`src/rtl/motor_status_pkg.sv`:
```
// Constants shared by the motor status and position register block
package motor_status_pkg;

	// ------------------------------------------------------------
	// Register map (word offsets on the plain register port)
	// ------------------------------------------------------------
	localparam int ADDR_W = 5;
	localparam logic [4:0] OFS_HOLD_M1 = 5'h00;
	localparam logic [4:0] OFS_NOM_M1 = 5'h01;
	localparam logic [4:0] OFS_MAX_M1 = 5'h02;
	localparam logic [4:0] OFS_HOLD_M2 = 5'h03;
	localparam logic [4:0] OFS_NOM_M2 = 5'h04;
	localparam logic [4:0] OFS_MAX_M2 = 5'h05;
	localparam logic [4:0] OFS_FAULT_STATUS = 5'h06;
	localparam logic [4:0] OFS_FAULT_ACK = 5'h07;
	localparam logic [4:0] OFS_POS_CYC_CH1 = 5'h08;
	localparam logic [4:0] OFS_POS_CYC_CH2 = 5'h09;
	localparam logic [4:0] OFS_POS_ACYC_CH1 = 5'h0A;
	localparam logic [4:0] OFS_POS_ACYC_CH2 = 5'h0B;
	localparam logic [4:0] OFS_COUNTER_CFG = 5'h0C;
	localparam logic [4:0] OFS_MODULE_CFG = 5'h0D;
	localparam logic [4:0] OFS_MOTION_CTRL = 5'h0E;
	localparam logic [4:0] OFS_CURRENT_SEL = 5'h0F;

	// ------------------------------------------------------------
	// Field positions
	// ------------------------------------------------------------
	localparam int ERR_STALL = 0;
	localparam int ERR_HEAT = 1;
	localparam int ERR_SHORTFALL = 2;
	localparam int ERR_EXCESS = 3;
	localparam int ERR_M2_BASE = 4;
	localparam int ERR_SUPPLY_A = 8;
	localparam int ERR_HEALTHY_1 = 9;
	localparam int ERR_SUPPLY_B = 12;
	localparam int ERR_HEALTHY_2 = 13;
	localparam int CCFG_SWAP_CH1 = 3;
	localparam int CCFG_SWAP_CH2 = 7;
	localparam int MCFG_USTEP_LO = 5;
	localparam int ACK_M1 = 0;
	localparam int ACK_M2 = 1;
	// Motion control register: bit0 step m1, bit2 dir m1, bit4 step m2, bit6 dir m2
	localparam int MCTL_STEP = 0;
	localparam int MCTL_DIR = 2;

	// ------------------------------------------------------------
	// Reset values and encodings
	// ------------------------------------------------------------
	localparam logic [7:0] HOLD_RESET = 8'h00;
	localparam logic [7:0] NOM_RESET = 8'h00;
	localparam logic [7:0] MAX_RESET = 8'h00;
	localparam logic [15:0] POS_RESET = 16'h0000;
	localparam logic [7:0] CFG_RESET = 8'h00;
	localparam logic [1:0] USTEP_5 = 2'h0;
	localparam logic [1:0] USTEP_6 = 2'h1;
	localparam logic [1:0] USTEP_7 = 2'h2;
	localparam logic [1:0] USTEP_8 = 2'h3;
	// Lowest set weight at 1/64 full step for microstep widths 7 and 8
	localparam logic [15:0] MASK_USTEP_7 = 16'hFFFE;
	localparam logic [15:0] MASK_USTEP_8 = 16'hFFFC;

	typedef enum logic [1:0] {
		CUR_HOLD,
		CUR_NOMINAL,
		CUR_MAXIMUM
	} current_sel_e;

endpackage

```
`src/rtl/fault_latch.sv`:
```
// Sticky fault flags for one motor with acknowledge
`timescale 1ns/1ps
module fault_latch
	import motor_status_pkg::*;
(
	// Clock and reset
	input wire logic clk_sys,
	input wire logic rst,
	// Raw fault conditions: stall, overheat, shortfall, excess
	input wire logic [3:0] fault_raw,
	// Acknowledge pulse
	input wire logic ack,
	// Latched flags
	output logic [3:0] flags
);

	// Raw faults win over the acknowledge, so a live fault re-sets at once
	always_ff @(posedge clk_sys) begin
		if (rst) begin
			flags <= 4'h0;
		end else if (ack) begin
			flags <= fault_raw;
		end else begin
			flags <= flags | fault_raw;
		end
	end

endmodule

```
`src/rtl/position_counter.sv`:
```
// Cyclic 16-bit up/down counter for one position channel
`timescale 1ns/1ps
module position_counter
	import motor_status_pkg::*;
(
	// Clock and reset
	input wire logic clk_sys,
	input wire logic rst,
	// Count request and direction (1 = down)
	input wire logic step,
	input wire logic dir_down,
	// Counter value
	output logic [15:0] count
);

	// Wraps freely in both directions
	always_ff @(posedge clk_sys) begin
		if (rst) begin
			count <= POS_RESET;
		end else if (step) begin
			count <= dir_down ? count - 16'h0001 : count + 16'h0001;
		end
	end

endmodule

```
`src/rtl/motor_status_position_regs.sv`:
```
// Motor status, fault and position readback register block
//
// The strobed register port and the address map are this design's own decisions.
`timescale 1ns/1ps
module motor_status_position_regs
	import motor_status_pkg::*;
(
	// Clock and reset
	input wire logic clk_sys,
	input wire logic rst,
	// Register port
	input wire logic [ADDR_W-1:0] reg_addr,
	input wire logic [15:0] reg_wdata,
	input wire logic reg_wr,
	input wire logic reg_rd,
	output logic [15:0] reg_rdata,
	// Configured current values from the configuration block
	input wire logic [7:0] hold_cfg_m1,
	input wire logic [7:0] nom_cfg_m1,
	input wire logic [7:0] max_cfg_m1,
	input wire logic [7:0] hold_cfg_m2,
	input wire logic [7:0] nom_cfg_m2,
	input wire logic [7:0] max_cfg_m2,
	// Motion state per motor
	input wire logic [1:0] motor_accel,
	input wire logic [1:0] motor_standstill,
	// Fault detector pins, per motor and shared
	input wire logic [1:0] stall_det,
	input wire logic [1:0] stage_overtemp,
	input wire logic module_overtemp,
	input wire logic [1:0] current_shortfall,
	input wire logic [1:0] excess_current,
	input wire logic supply_under,
	input wire logic supply_over,
	// Drive readiness conditions per motor
	input wire logic [1:0] motor_on,
	input wire logic [1:0] ground_check_ok,
	input wire logic [1:0] motor_ident_done,
	input wire logic [1:0] motor_energized,
	input wire logic [1:0] settling_done,
	input wire logic [1:0] preset_pos_valid,
	// Encoder count pins per channel
	input wire logic [1:0] enc_step,
	input wire logic [1:0] enc_dir_down,
	// Model selection
	input wire logic nc_function_model,
	input wire logic drive_feedback_info,
	// Applied current level per motor
	output logic [1:0] current_sel_m1,
	output logic [1:0] current_sel_m2,
	output logic [7:0] applied_current_m1,
	output logic [7:0] applied_current_m2
);

	// ------------------------------------------------------------
	// Pin synchronisers
	// ------------------------------------------------------------
	// Pack order must match the unpack order below
	localparam int SYNC_W = 31;
	logic [SYNC_W-1:0] pins_raw;
	logic [SYNC_W-1:0] sync1_reg;
	logic [SYNC_W-1:0] sync2_reg;

	assign pins_raw = {motor_accel, motor_standstill, stall_det, stage_overtemp,
		module_overtemp, current_shortfall, excess_current, supply_under, supply_over,
		motor_on, ground_check_ok, motor_ident_done, motor_energized, settling_done,
		preset_pos_valid, enc_step, enc_dir_down};

	always_ff @(posedge clk_sys) begin
		if (rst) begin
			sync1_reg <= '0;
			sync2_reg <= '0;
		end else begin
			sync1_reg <= pins_raw;
			sync2_reg <= sync1_reg;
		end
	end

	logic [1:0] s_accel, s_still, s_stall, s_stage_hot, s_short, s_excess;
	logic [1:0] s_on, s_gnd, s_ident, s_energ, s_settle, s_preset, s_enc_step, s_enc_dn;
	logic s_mod_hot, s_under, s_over;

	assign {s_accel, s_still, s_stall, s_stage_hot, s_mod_hot, s_short, s_excess,
		s_under, s_over, s_on, s_gnd, s_ident, s_energ, s_settle, s_preset,
		s_enc_step, s_enc_dn} = sync2_reg;

	// ------------------------------------------------------------
	// Software control registers
	// ------------------------------------------------------------
	logic [7:0] counter_cfg_reg;
	logic [7:0] module_cfg_reg;
	logic wr_motion;
	logic [7:0] motion_wdata;

	always_ff @(posedge clk_sys) begin
		if (rst) begin
			counter_cfg_reg <= CFG_RESET;
			module_cfg_reg <= CFG_RESET;
		end else if (reg_wr) begin
			if (reg_addr == OFS_COUNTER_CFG) begin
				counter_cfg_reg <= reg_wdata[7:0];
			end
			if (reg_addr == OFS_MODULE_CFG) begin
				module_cfg_reg <= reg_wdata[7:0];
			end
		end
	end

	// ------------------------------------------------------------
	// Motion setpoint strobe
	// ------------------------------------------------------------

	// Setpoint steps come from software writes, one step per write
	assign wr_motion = reg_wr && (reg_addr == OFS_MOTION_CTRL);
	assign motion_wdata = reg_wdata[7:0];

	// ------------------------------------------------------------
	// Current selection
	// ------------------------------------------------------------
	function automatic logic [1:0] pick_level(input logic accel, input logic still);
		if (accel) begin
			pick_level = 2'(CUR_MAXIMUM);
		end else if (still) begin
			pick_level = 2'(CUR_HOLD);
		end else begin
			pick_level = 2'(CUR_NOMINAL);
		end
	endfunction

	function automatic logic [7:0] pick_value(input logic [1:0] sel, input logic [7:0] h,
		input logic [7:0] n, input logic [7:0] m);
		case (sel)
			2'(CUR_HOLD): pick_value = h;
			2'(CUR_MAXIMUM): pick_value = m;
			default: pick_value = n;
		endcase
	endfunction

	// Acceleration takes priority if a move starts from standstill
	logic [1:0] level_m1, level_m2;

	assign level_m1 = pick_level(s_accel[0], s_still[0]);
	assign level_m2 = pick_level(s_accel[1], s_still[1]);

	always_ff @(posedge clk_sys) begin
		if (rst) begin
			current_sel_m1 <= 2'(CUR_HOLD);
			current_sel_m2 <= 2'(CUR_HOLD);
			applied_current_m1 <= HOLD_RESET;
			applied_current_m2 <= HOLD_RESET;
		end else begin
			current_sel_m1 <= level_m1;
			current_sel_m2 <= level_m2;
			applied_current_m1 <= pick_value(level_m1, hold_cfg_m1, nom_cfg_m1, max_cfg_m1);
			applied_current_m2 <= pick_value(level_m2, hold_cfg_m2, nom_cfg_m2, max_cfg_m2);
		end
	end

	// ------------------------------------------------------------
	// Fault flags
	// ------------------------------------------------------------
	logic supply_fault;
	logic [7:0] fault_raw;
	logic [7:0] fault_flags;
	logic [1:0] ack;
	logic [1:0] healthy;

	assign supply_fault = s_under | s_over;
	assign ack[0] = reg_wr && (reg_addr == OFS_FAULT_ACK) && reg_wdata[ACK_M1];
	assign ack[1] = reg_wr && (reg_addr == OFS_FAULT_ACK) && reg_wdata[ACK_M2];

	// Module overtemperature is shared, so it raises both motors' flags
	genvar g;
	generate
		for (g = 0; g < 2; g++) begin : g_motor
			assign fault_raw[g*ERR_M2_BASE + ERR_STALL] = s_stall[g];
			assign fault_raw[g*ERR_M2_BASE + ERR_HEAT] = s_stage_hot[g] | s_mod_hot;
			assign fault_raw[g*ERR_M2_BASE + ERR_SHORTFALL] = s_short[g];
			assign fault_raw[g*ERR_M2_BASE + ERR_EXCESS] = s_excess[g];

			fault_latch u_latch (
				.clk_sys(clk_sys),
				.rst(rst),
				.fault_raw(fault_raw[g*ERR_M2_BASE +: 4]),
				.ack(ack[g]),
				.flags(fault_flags[g*ERR_M2_BASE +: 4])
			);

			// Raw overheat, not the latched flag, so healthy returns once it cools
			assign healthy[g] = s_on[g] & s_gnd[g] & s_ident[g] & s_energ[g] & s_settle[g]
				& ~supply_fault & ~fault_raw[g*ERR_M2_BASE + ERR_HEAT]
				& s_preset[g];
		end
	endgenerate

	// ------------------------------------------------------------
	// Status word
	// ------------------------------------------------------------
	logic [15:0] status_word;

	always_comb begin
		// Standard model has no supply bits and floods the word on a supply fault
		status_word = 16'h0000;
		status_word[7:0] = fault_flags;
		if (nc_function_model) begin
			status_word[ERR_SUPPLY_A] = supply_fault;
			status_word[ERR_SUPPLY_B] = supply_fault;
			if (drive_feedback_info) begin
				status_word[ERR_HEALTHY_1] = healthy[0];
				status_word[ERR_HEALTHY_2] = healthy[1];
			end
		end else if (supply_fault) begin
			status_word = 16'hFFFF;
		end
	end

	// ------------------------------------------------------------
	// Position counters
	// ------------------------------------------------------------
	logic [15:0] setpoint_ch1, setpoint_ch2;
	logic [15:0] enc_ch1, enc_ch2;

	position_counter u_set1 (
		.clk_sys(clk_sys),
		.rst(rst),
		.step(wr_motion && motion_wdata[MCTL_STEP]),
		.dir_down(motion_wdata[MCTL_DIR]),
		.count(setpoint_ch1)
	);
	position_counter u_set2 (
		.clk_sys(clk_sys),
		.rst(rst),
		.step(wr_motion && motion_wdata[MCTL_STEP+4]),
		.dir_down(motion_wdata[MCTL_DIR+4]),
		.count(setpoint_ch2)
	);
	// Encoder counts follow the synced pins, one count per high cycle
	position_counter u_enc1 (
		.clk_sys(clk_sys),
		.rst(rst),
		.step(s_enc_step[0]),
		.dir_down(s_enc_dn[0]),
		.count(enc_ch1)
	);
	position_counter u_enc2 (
		.clk_sys(clk_sys),
		.rst(rst),
		.step(s_enc_step[1]),
		.dir_down(s_enc_dn[1]),
		.count(enc_ch2)
	);

	// ------------------------------------------------------------
	// Microstep masking
	// ------------------------------------------------------------
	// Microstep width 5..8 bits; finest real step is 1/64 full step
	logic [1:0] ustep_sel;
	logic [15:0] fine_mask;

	assign ustep_sel = module_cfg_reg[MCFG_USTEP_LO +: 2];

	always_comb begin
		case (ustep_sel)
			USTEP_7: fine_mask = MASK_USTEP_7;
			USTEP_8: fine_mask = MASK_USTEP_8;
			default: fine_mask = 16'hFFFF;
		endcase
	end

	logic [15:0] int_pos_ch1, int_pos_ch2;
	assign int_pos_ch1 = setpoint_ch1 & fine_mask;
	assign int_pos_ch2 = setpoint_ch2 & fine_mask;

	// ------------------------------------------------------------
	// Position source select
	// ------------------------------------------------------------
	// Encoder counts are passed raw; only the internal setpoint is masked
	logic [15:0] pos_cyc1, pos_cyc2, pos_acyc1, pos_acyc2;
	assign pos_cyc1 = counter_cfg_reg[CCFG_SWAP_CH1] ? enc_ch1 : int_pos_ch1;
	assign pos_acyc1 = counter_cfg_reg[CCFG_SWAP_CH1] ? int_pos_ch1 : enc_ch1;
	assign pos_cyc2 = counter_cfg_reg[CCFG_SWAP_CH2] ? enc_ch2 : int_pos_ch2;
	assign pos_acyc2 = counter_cfg_reg[CCFG_SWAP_CH2] ? int_pos_ch2 : enc_ch2;

	// ------------------------------------------------------------
	// Read mux
	// ------------------------------------------------------------
	// Unmapped and write-only offsets read as zero
	logic [15:0] rd_value;

	always_comb begin
		case (reg_addr)
			OFS_HOLD_M1: rd_value = {8'h00, hold_cfg_m1};
			OFS_NOM_M1: rd_value = {8'h00, nom_cfg_m1};
			OFS_MAX_M1: rd_value = {8'h00, max_cfg_m1};
			OFS_HOLD_M2: rd_value = {8'h00, hold_cfg_m2};
			OFS_NOM_M2: rd_value = {8'h00, nom_cfg_m2};
			OFS_MAX_M2: rd_value = {8'h00, max_cfg_m2};
			// Status reads live; flags clear only through the acknowledge register
			OFS_FAULT_STATUS: rd_value = status_word;
			OFS_POS_CYC_CH1: rd_value = pos_cyc1;
			OFS_POS_CYC_CH2: rd_value = pos_cyc2;
			OFS_POS_ACYC_CH1: rd_value = pos_acyc1;
			OFS_POS_ACYC_CH2: rd_value = pos_acyc2;
			OFS_COUNTER_CFG: rd_value = {8'h00, counter_cfg_reg};
			OFS_MODULE_CFG: rd_value = {8'h00, module_cfg_reg};
			OFS_CURRENT_SEL: rd_value = {4'h0, applied_current_m2[7:6], current_sel_m2,
				4'h0, applied_current_m1[7:6], current_sel_m1};
			default: rd_value = 16'h0000;
		endcase
	end

	// Data stand only in the cycle after the read strobe
	always_ff @(posedge clk_sys) begin
		if (rst) begin
			reg_rdata <= 16'h0000;
		end else if (reg_rd) begin
			reg_rdata <= rd_value;
		end else begin
			reg_rdata <= 16'h0000;
		end
	end

endmodule

```
`config.mk`:
```
export PLATFORM = sky130hd
export DESIGN_NAME = motor_status_position_regs
export DESIGN_NICKNAME = d
export VERILOG_FILES = /design/src/rtl/motor_status_pkg.sv /design/src/rtl/fault_latch.sv /design/src/rtl/position_counter.sv /design/src/rtl/motor_status_position_regs.sv
export SDC_FILE = /design/constraint.sdc
export NUM_CORES = 1
export LEC_CHECK = 0
export BUFFER_PORTS_ARGS = -buffer_cell sky130_fd_sc_hd__buf_2
export CAP_MARGIN = 25
export CORE_MARGIN = 8
export CORE_UTILIZATION = 45
export DETAILED_ROUTE_END_ITERATION = 8
export HOLD_SLACK_MARGIN = 0.15
export PLACE_DENSITY = 0.72
export SLEW_MARGIN = 10
export SYNTH_ARGS = -nofsm -noshare
export SYNTH_HDL_FRONTEND = slang
export SYNTH_HIERARCHICAL = 1
export SYNTH_SLANG_ARGS = --single-unit
```
`constraint.sdc`:
```
create_clock -name clk_sys -period 3 [get_ports clk_sys]
set_input_delay 0.45 -clock clk_sys [delete_from_list [all_inputs] [get_ports clk_sys]]
set_output_delay 0.45 -clock clk_sys [all_outputs]
set_load 0.01 [all_outputs]
```
# [Yosys cells after proc, flatten, opt, wreduce, memory -nomap -nowiden]
# Cells that the tools add are included.
[op_classes] mux=26 n_eq_ne=19 n_addsub=8 n_reduce_logical=12 bitwise=25
[ops] cell="$pmux 16 s14" n=1
[ops] cell="$mux 16" n=9
[ops] cell="$add 16x1->16 const B" n=4
[ops] cell="$sub 16x1->16 const B" n=4
[ops] cell="$eq 5x4->1 const B" n=8
[ops] cell="$and 16x16->16" n=2
[ops] cell="$pmux 8 s2" n=2
[ops] cell="$eq 5x3->1 const B" n=4
[ops] cell="$and 1x1->1" n=14
[ops] cell="$mux 2" n=6
[ops] cell="$eq 5x2->1 const B" n=2
[ops] cell="$eq 2x2->1 const B" n=4
[ops] cell="$mux 4" n=2
[ops] cell="$mux 8" n=1
[ops] cell="$or 4x4->4" n=2
[ops] cell="$logic_and 1x1->1" n=6
[ops] cell="$eq 5x1->1 const B" n=1
[ops] cell="$logic_not 5->1" n=1
[ops] cell="$logic_not 2->1" n=2
[ops] cell="$mux 1" n=4
[ops] cell="$not 1->1" n=4
[ops] cell="$pmux 2 s2" n=1
[ops] cell="$reduce_and 2->1" n=2
[ops] cell="$or 1x1->1" n=3
[ops] cell="$reduce_or 2->1" n=1
[word_totals] ff_bits=186 in_bits=106 out_inout_bits=36 wordCells=105

# [Longest topological paths before layout]
# Gate-level depths: netlist of the first run.
[depth] ltp_word=10 mapped_depth=8 mapped_depth_nobuf=7

# [Cells and area by module]
# Netlist of the first run, hierarchy kept.
[by_module_without_submodules] mod="position_counter" seq_area_each_um2=320.3 instances=4 cells_each=160 area_each_um2=1403.8
[by_module_without_submodules] mod="motor_status_position_regs" seq_area_each_um2=2282.2 instances=1 cells_each=559 area_each_um2=5158.7
[by_module_without_submodules] mod="fault_latch" seq_area_each_um2=80.1 instances=2 cells_each=16 area_each_um2=140.1

# [Least setup slack after synthesis of the first run]
# OpenSTA, ideal clock, no wires.
[synth_path] kind="flip-flop to flip-flop" from="register sync2_reg[0]" to="register u_enc1.count[13]" path_stages_with_launch=8 n_path_buf=0 setup_ps=127 slack_ps=625 required_ps=2873 arrival_ps=2248 period_less_slack_ps=2375 cell_sequence="dfxtp_1 -> ha_1 -> o21a_1 -> or2_4 -> a41oi_2 -> o211ai_2 -> and4bb_1 -> or3_1"
[synth_via] elab_chain_len=1
[synth_rtl] item="start, declared" line="motor_status_position_regs.sv:62" rtl="logic [SYNC_W-1:0] sync2_reg;"
[synth_rtl] item="start signal, assigned" line="motor_status_position_regs.sv:75" rtl="sync2_reg <= sync1_reg;"
[synth_rtl] item="$mux 16" line="position_counter.sv:21" rtl="count <= dir_down ? count - 16'h0001 : count + 16'h0001;"
[synth_rtl] item="end signal, assigned" line="position_counter.sv:21"
[synth_rtl] item="end, declared" line="position_counter.sv:13" rtl="output logic [15:0] count"
# No other way between the ends.
# A chain may end at the register's enable or synchronous reset.

# [Final worst setup path of the first run]
# Same ends and word-level chain as after synthesis.

==> reports/results.txt, run 1 <==
Period Utilization, post-route -> 0.900
total core area -> 24200 um2
relative slew slack -> 0.487
root buffer selected by CTS -> sky130_fd_sc_hd__clkbuf_16
portion of total power attributed to combinational logic -> 0.107
final hold viol count -> 0
number of cells produced by synthesis -> 1231
biggest area consumer among synthesized cells -> sky130_fd_sc_hd__dfxtp_1
post_cts resized -> 0
part of the power in the clock network -> 0.436
DR vias/cell -> 5.75
first-pass GRT wire length -> 50.2 mm
Chip Width -> 173 um
global router's overall resource usage -> 0.205
DP Worst Slack -> 0.264 ns
biggest fanout along the worst timing path -> 17
count of cell types in the netlist -> 79
routed wire length -> 31.6 mm
remaining antenna violation count -> 0
share of power burned in registers -> 0.458
YS warnings -> 6
internal portion of total power -> 3.99 mW
number of clock sinks -> 186
layout-stage area growth over the synthesis result -> 13.2%
overall die height -> 173 um
site row count -> 57
deepest clock path buffer count -> 2
net switching fraction of the power -> 0.297
Worst Slack Setup Final -> 0.299 ns
Post-layout nets -> 1500
areal power density over the cells -> 454 nW/um2
starting density of the core -> 0.456
GR Overflow Total -> 0
initial detailed-routing violation count -> 810
buffer count from post-CTS setup fixing -> 0
count of flip-flops with a built-in enable after synthesis -> 0
unrepaired setup endpoints after global routing -> no
signal arrival time at the worst endpoint -> 3.03 ns
maximum operating frequency -> 370 MHz
storage element area -> 3720 um2
top-count cell post-synth -> sky130_fd_sc_hd__dfxtp_1
hold-fix buffer count after cts -> 0
worst-skew pair later-pin latency -> 0.44 ns
antenna violations before repair -> 2
largest cells by area after synthesis -> sky130_fd_sc_hd__dfxtp_1 (34%), sky130_fd_sc_hd__mux2i_1 (8.6%), sky130_fd_sc_hd__ha_1 (6.3%)
share of the synthesized area in the top cell type -> 0.337
post-detailed-route wirelength per cell -> 18.9 um
clock skew -> 0.0214 ns
leading post-synthesis cells by instance count -> sky130_fd_sc_hd__dfxtp_1 (186), sky130_fd_sc_hd__nor2_1 (139), sky130_fd_sc_hd__a21oi_1 (99)
maximum resistive drop on vdd -> 0.000384 V
proportion of synthesized chip area in sequential cells -> 0.337
Final Critical Period -> 2.70 ns
CP Class -> register to register
count of placed standard cells in the final layout, fillers left out -> 1672
final HPWL from detailed placement -> 23.6 mm
async set-reset flop share out of synthesis -> 0
number of detailed-routing iterations run before antenna repair -> 5
setup TNS after final layout -> 0 ns
clock-pin slew of the registers on the worst-case setup and hold paths -> 0.10 ns
via count of the routed design -> 9609
startpoint kind of the worst setup timing path -> register
fill cell instance count of the final layout -> 2259
synthesized netlist net count -> 1397
share of layout cells above drive strength 1 -> 0.190
TritonCTS clock tree -> built
measured slew at the worst slew-check pin -> 0.763 ns
htree depth -> 4
WP data required -> 3.32 ns
Max-Cap Viols -> 0
Critical Path Sink Type -> register
combined area of all synthesized cells -> 11100 um2
Slew Viols, Final -> 0
maximum number of pins on one net before global-route repair -> 64
number of storage elements in the synthesis netlist -> 186
Cell Count Post-Placement -> 1638
status -> finished clean
main flop type after synthesis -> sky130_fd_sc_hd__dfxtp_1
switching power of the nets -> 1.69 mW
ports placed on the boundary -> 142
mean cell area of the mapped netlist -> 8.98 um2
Port Buffer Count -> 133
total CTS buffers -> 17
area enclosed by the die boundary -> 29800 um2
Min-Delay Path Class -> input port to register
final weighted congestion in routability-driven placement -> 0.961
vias in the first global route -> 9382
Pleak -> 4.91 nW
Final setup violation count -> 0
area taken by multi-input logic gates -> 6780 um2
final routed DRC violation total -> 0
==> layout make-up <==
| class | count | share of cell area |
|---|---|---|
| Multi-Input combinational cell | 955 | 0.542 |
| Sequential cell | 186 | 0.298 |
| Timing Repair Buffer | 158 | 0.0703 |
| Clock buffer | 17 | 0.0340 |
| Tap cell | 324 | 0.0324 |
| Clock inverter | 15 | 0.0184 |
| Inverter | 16 | 0.00480 |
| Antenna cell | 1 | 0.000200 |
==> through the flow <==
stage	instance area [um2]	hold WS [ns]	power, mW	utilization
CTS	12500	0.194	5.71	0.515
finish	12500	0.204	5.68	0.516
global placement	11800	0.415	3.24	0.488
floorplan	11100	0.405	3.05	-
detailed placement	11800	0.420	3.25	0.488
global route	12500	0.189	5.88	0.516
==> logic make-up after synthesis <==
group | count (synthesis) | share of synthesized area
AO/OA/AOI/OAI | 282 | 0.181
XOR/XNOR | 47 | 0.0372
adder cells (fa/ha/maj) | 60 | 0.0706
buffers and inverters | 90 | 0.0500
flip-flops | 186 | 0.337
multiplexers | 109 | 0.102
AND/OR/NAND/NOR | 457 | 0.222
==> placed cells by master (no fill, tap or decap), drive strengths merged, types with 6 or more instances in the layout <==
cell,n
a211oi,22
a21o,13
a21oi,103
a221oi,9
a22o,8
a22oi,7
a31oi,10
a41oi,10
and2,8
and4,13
buf,158
clkbuf,17
dfxtp,186
ha,56
inv,27
mux2,12
mux2i,95
nand2,87
nand2b,17
nand3,19
nand3b,6
nand4,14
nor2,145
nor2b,75
nor3,15
nor3b,22
nor4,7
o211ai,26
o21a,8
o21ai,29
o311ai,8
or2,7
or3,9
xnor2,38
xor2,9
==> final timing paths <==
| kind | depth (start not counted) | endpoint | start | slack [ns] |
|---|---|---|---|---|
| setup reg to reg | 7 | u_enc1/count[13] | sync2_reg[0] | 0.30 |
| hold / removal | 2 | sync1_reg[11] | motor_ident_done[1] | 0.20 |
| hold reg to reg | 2 | g_motor[1].u_latch/flags[0] | sync2_reg[26] | 0.43 |
| setup / recovery | 7 | u_enc1/count[13] | sync2_reg[0] | 0.30 |
==> worst max-delay path, cell delays in order (launching register included) <==
cell	delay, ns
sky130_fd_sc_hd__dfxtp_1	0.79
sky130_fd_sc_hd__ha_1	0.39
sky130_fd_sc_hd__a21oi_2	0.24
sky130_fd_sc_hd__o311ai_2	0.19
sky130_fd_sc_hd__a41oi_2	0.32
sky130_fd_sc_hd__o211ai_2	0.11
sky130_fd_sc_hd__and4bb_1	0.19
sky130_fd_sc_hd__or3_1	0.35
==> power groups by stage <==
stage | clock network [mW] | registers, mW | logic, mW
2_1_floorplan | 0 | 2.64 | 0.403
6_report | 2.48 | 2.60 | 0.607
3_5_place_dp | 0 | 2.66 | 0.589
5_1_grt | 2.61 | 2.61 | 0.655
3_3_place_gp | 0 | 2.66 | 0.580
4_1_cts | 2.52 | 2.60 | 0.592
==> metal layers <==
layer | track usage | routed length (um) | vias up
met2 | 0.324 | 14100 | 350
met1 | 0.266 | 14400 | 4534
met3 | 0.0464 | 2080 | 65
met5 | 0 | 8 | -
li1 | - | - | 4658
met4 | 0.0819 | 1040 | 2
No activity file was read; power rests on OpenSTA's default activity.
==> inputs of run 2 (changes only) <==
Settings changed: CORE_UTILIZATION 45 to 57, PLACE_DENSITY 0.72 to 0.86.
Clock period 3 ns to 2.5 ns, I/O delays scaled along.
==> run 2 against run 1 <==
Critical path depth stayed put. Design area is 2.4% higher. Largest power group unchanged. Largest cell class unchanged. Clock skew is 0.0044 ns lower.
==> reports/results.txt, run 2 (synthesis results as in run 1) <==
site row count -> 51 (-11%)
unrepaired setup endpoints after global routing -> no
number of clock sinks -> 186 (unchanged)
TritonCTS clock tree -> built
routing layer with the top usage in global route -> met2
ports placed on the boundary -> 142 (unchanged)
worst min-delay path startpoint -> excess_current[1]
Final Critical Period -> 2.41 ns (-0.292 ns)
htree depth -> 4 (unchanged)
leading cell types in the layout, fill and taps excluded -> sky130_fd_sc_hd__dfxtp_1 (184), sky130_fd_sc_hd__nor2_1 (139), sky130_fd_sc_hd__buf_2 (132)
GR Overflow Total -> 0 (unchanged)
setup TNS after final layout -> 0 ns (unchanged)
setup slack, reg-to-reg -> 0.09 ns (-0.21 ns)
fill cell instance count of the final layout -> 1487 (-34%)
maximum resistive drop on vdd -> 0.000545 V (+42%)
buffer count from post-CTS setup fixing -> 0 (unchanged)
signal arrival time at the worst endpoint -> 2.73 ns (-0.30 ns)
root buffer selected by CTS -> sky130_fd_sc_hd__clkbuf_16
GR Util met2 -> 0.433 (+0.109)
Critical Path Sink Type -> register
final routed DRC violation total -> 0 (unchanged)
ant diodes -> 0 (-1)
startpoint kind of the worst setup timing path -> register
via count of the routed design -> 10200 (+6.2%)
Min-Delay Path Class -> input port to register
first-pass GRT wire length -> 50.7 mm (+1.1%)
final instance area -> 12800 um2 (+2.4%)
final HPWL from detailed placement -> 22.6 mm (-4.1%)
DR vias/cell -> 6.16 (+7.1%)
maximum operating frequency -> 415 MHz (+12%)
routed wire length -> 32.2 mm (+1.9%)
leading cell type in the layout, fill and taps excluded -> sky130_fd_sc_hd__dfxtp_1
antenna violations before repair -> 1 (-1)
total CTS buffers -> 17 (unchanged)
clock skew -> 0.0170 ns (-0.00437 ns)
global router's overall resource usage -> 0.262 (+0.0576)
final weighted congestion in routability-driven placement -> 0.990 (+3.1%)
WP data required -> 2.82 ns (-0.50 ns)
starting density of the core -> 0.574 (+0.118)
Max-Cap Viols -> 0 (unchanged)
end point of the worst hold path -> sync1_reg[19]
status -> finished clean
relative slew slack -> 0.463 (-0.0242)
deepest clock path buffer count -> 2 (unchanged)
Post-layout nets -> 1545 (+3.0%)
fraction of met1 tracks used by global routing -> 0.308 (+0.0416)
layout-stage area growth over the synthesis result -> 15.9%
overall die height -> 155 um (-10%)
final hold viol count -> 0 (unchanged)
area enclosed by the die boundary -> 24100 um2 (-19%)
initial detailed-routing violation count -> 990 (+22%)
Reg-to-Reg Start -> sync2_reg[1]
reg-to-reg critical path endpoint -> u_enc2/count[15]
remaining antenna violation count -> 0 (unchanged)
total core area -> 19300 um2 (-21%)
Port Buffer Count -> 133 (unchanged)
Placed Area -> 11900 um2 (+0.94%)
Final setup violation count -> 0 (unchanged)
Period Utilization, post-route -> 0.964 (+0.0633)
CP Class -> register to register
Slew Viols, Final -> 0 (unchanged)
maximum number of pins on one net before global-route repair -> 85 (+33%)
post-detailed-route wirelength per cell -> 19.5 um (+2.8%)
number of detailed-routing iterations run before antenna repair -> 7 (+2)
met3 usage -> 0.0644 (+0.0180)
share of layout cells above drive strength 1 -> 0.202 (+0.0118)
worst-skew pair later-pin latency -> 0.46 ns (+0.02 ns)
Chip Width -> 155 um (-10%)
areal power density over the cells -> 525 nW/um2 (+16%)
Pleak -> 5.13 nW (+4.6%)
vias in the first global route -> 9961 (+6.2%)
measured slew at the worst slew-check pin -> 0.804 ns (+0.0407 ns)
reg2reg path depth -> 7 (unchanged)
clock-pin slew of the registers on the worst-case setup and hold paths -> 0.08 ns (-0.02 ns)
biggest fanout along the worst timing path -> 8 (-9)
worst hold path depth -> 2 (unchanged)
[run 2: cell types whose count changed in the layout (fill, tap and decap cells not counted), sizes merged]
cell         change
buf             +22
clkinv           +5
diode            -1
dlygate4sd3     +23
inv              -5
[run 2: power breakdown]
group / switching [mW] / internal [mW]
logic: 0.442 / 0.341
registers: 0.0718 / 3.05
clock network: 1.44 / 1.39
[run 2: repair_timing]
action,in CTS,in global routing
pin swaps,0,0
gates resized for setup,1,3
endpoints found under the hold margin,23,0
setup endpoints to repair,2,9
hold buffers,23,0
[run 2: per-stage QoR]
step	setup WS (ns)	instances	hold WS, ns	power [mW]	utilization
2_1_floorplan	0.125	1231	0.405	3.65	-
6_report	0.0910	1657	0.151	6.73	0.665
4_1_cts	0.0107	1657	0.150	6.71	0.664
3_3_place_gp	0.0400	1602	0.415	3.89	0.619
3_5_place_dp	0.0167	1602	0.420	3.91	0.619
5_1_grt	0.0110	1657	0.156	6.92	0.665
[run 2: per-layer routing]
metal	wire length, um	vias to the layer above
met2	14900	553
met3	2980	140
li1	-	4760
met1	12600	4748
met4	1700	2
met5	14	-
[run 2: how the worst max path moves through the flow]
stage            startpoint                to  slack, ns
6_report       sync2_reg[1]  u_enc2/count[15]       0.09
5_1_grt        sync2_reg[0]  u_enc1/count[13]       0.01
4_1_cts        sync2_reg[0]  u_enc1/count[14]       0.01
3_5_place_dp   sync2_reg[0]  u_enc1/count[14]       0.02
3_3_place_gp   reg_wdata[2]  u_set1/count[13]       0.04
2_1_floorplan  sync2_reg[0]  u_enc1/count[13]       0.12
[run 2: final cells by class]
class	instances	area, um2	area share
Sequential cell	186	3730	0.291
Tap cell	265	332	0.0259
Multi-Input combinational cell	955	6800	0.530
Timing Repair Buffer	203	1270	0.0989
Clock buffer	17	425	0.0332
Clock inverter	15	206	0.0161
Inverter	16	60.1	0.00469
[run 2: worst max-delay path: stages (launching register included)]
cell                       delay (ns)
sky130_fd_sc_hd__dfxtp_2         0.39
sky130_fd_sc_hd__ha_1            0.39
sky130_fd_sc_hd__nand2_1         0.14
sky130_fd_sc_hd__o311ai_2        0.47
sky130_fd_sc_hd__nand4_1         0.16
sky130_fd_sc_hd__o211ai_1        0.16
sky130_fd_sc_hd__mux2i_1         0.23
sky130_fd_sc_hd__mux2_1          0.34
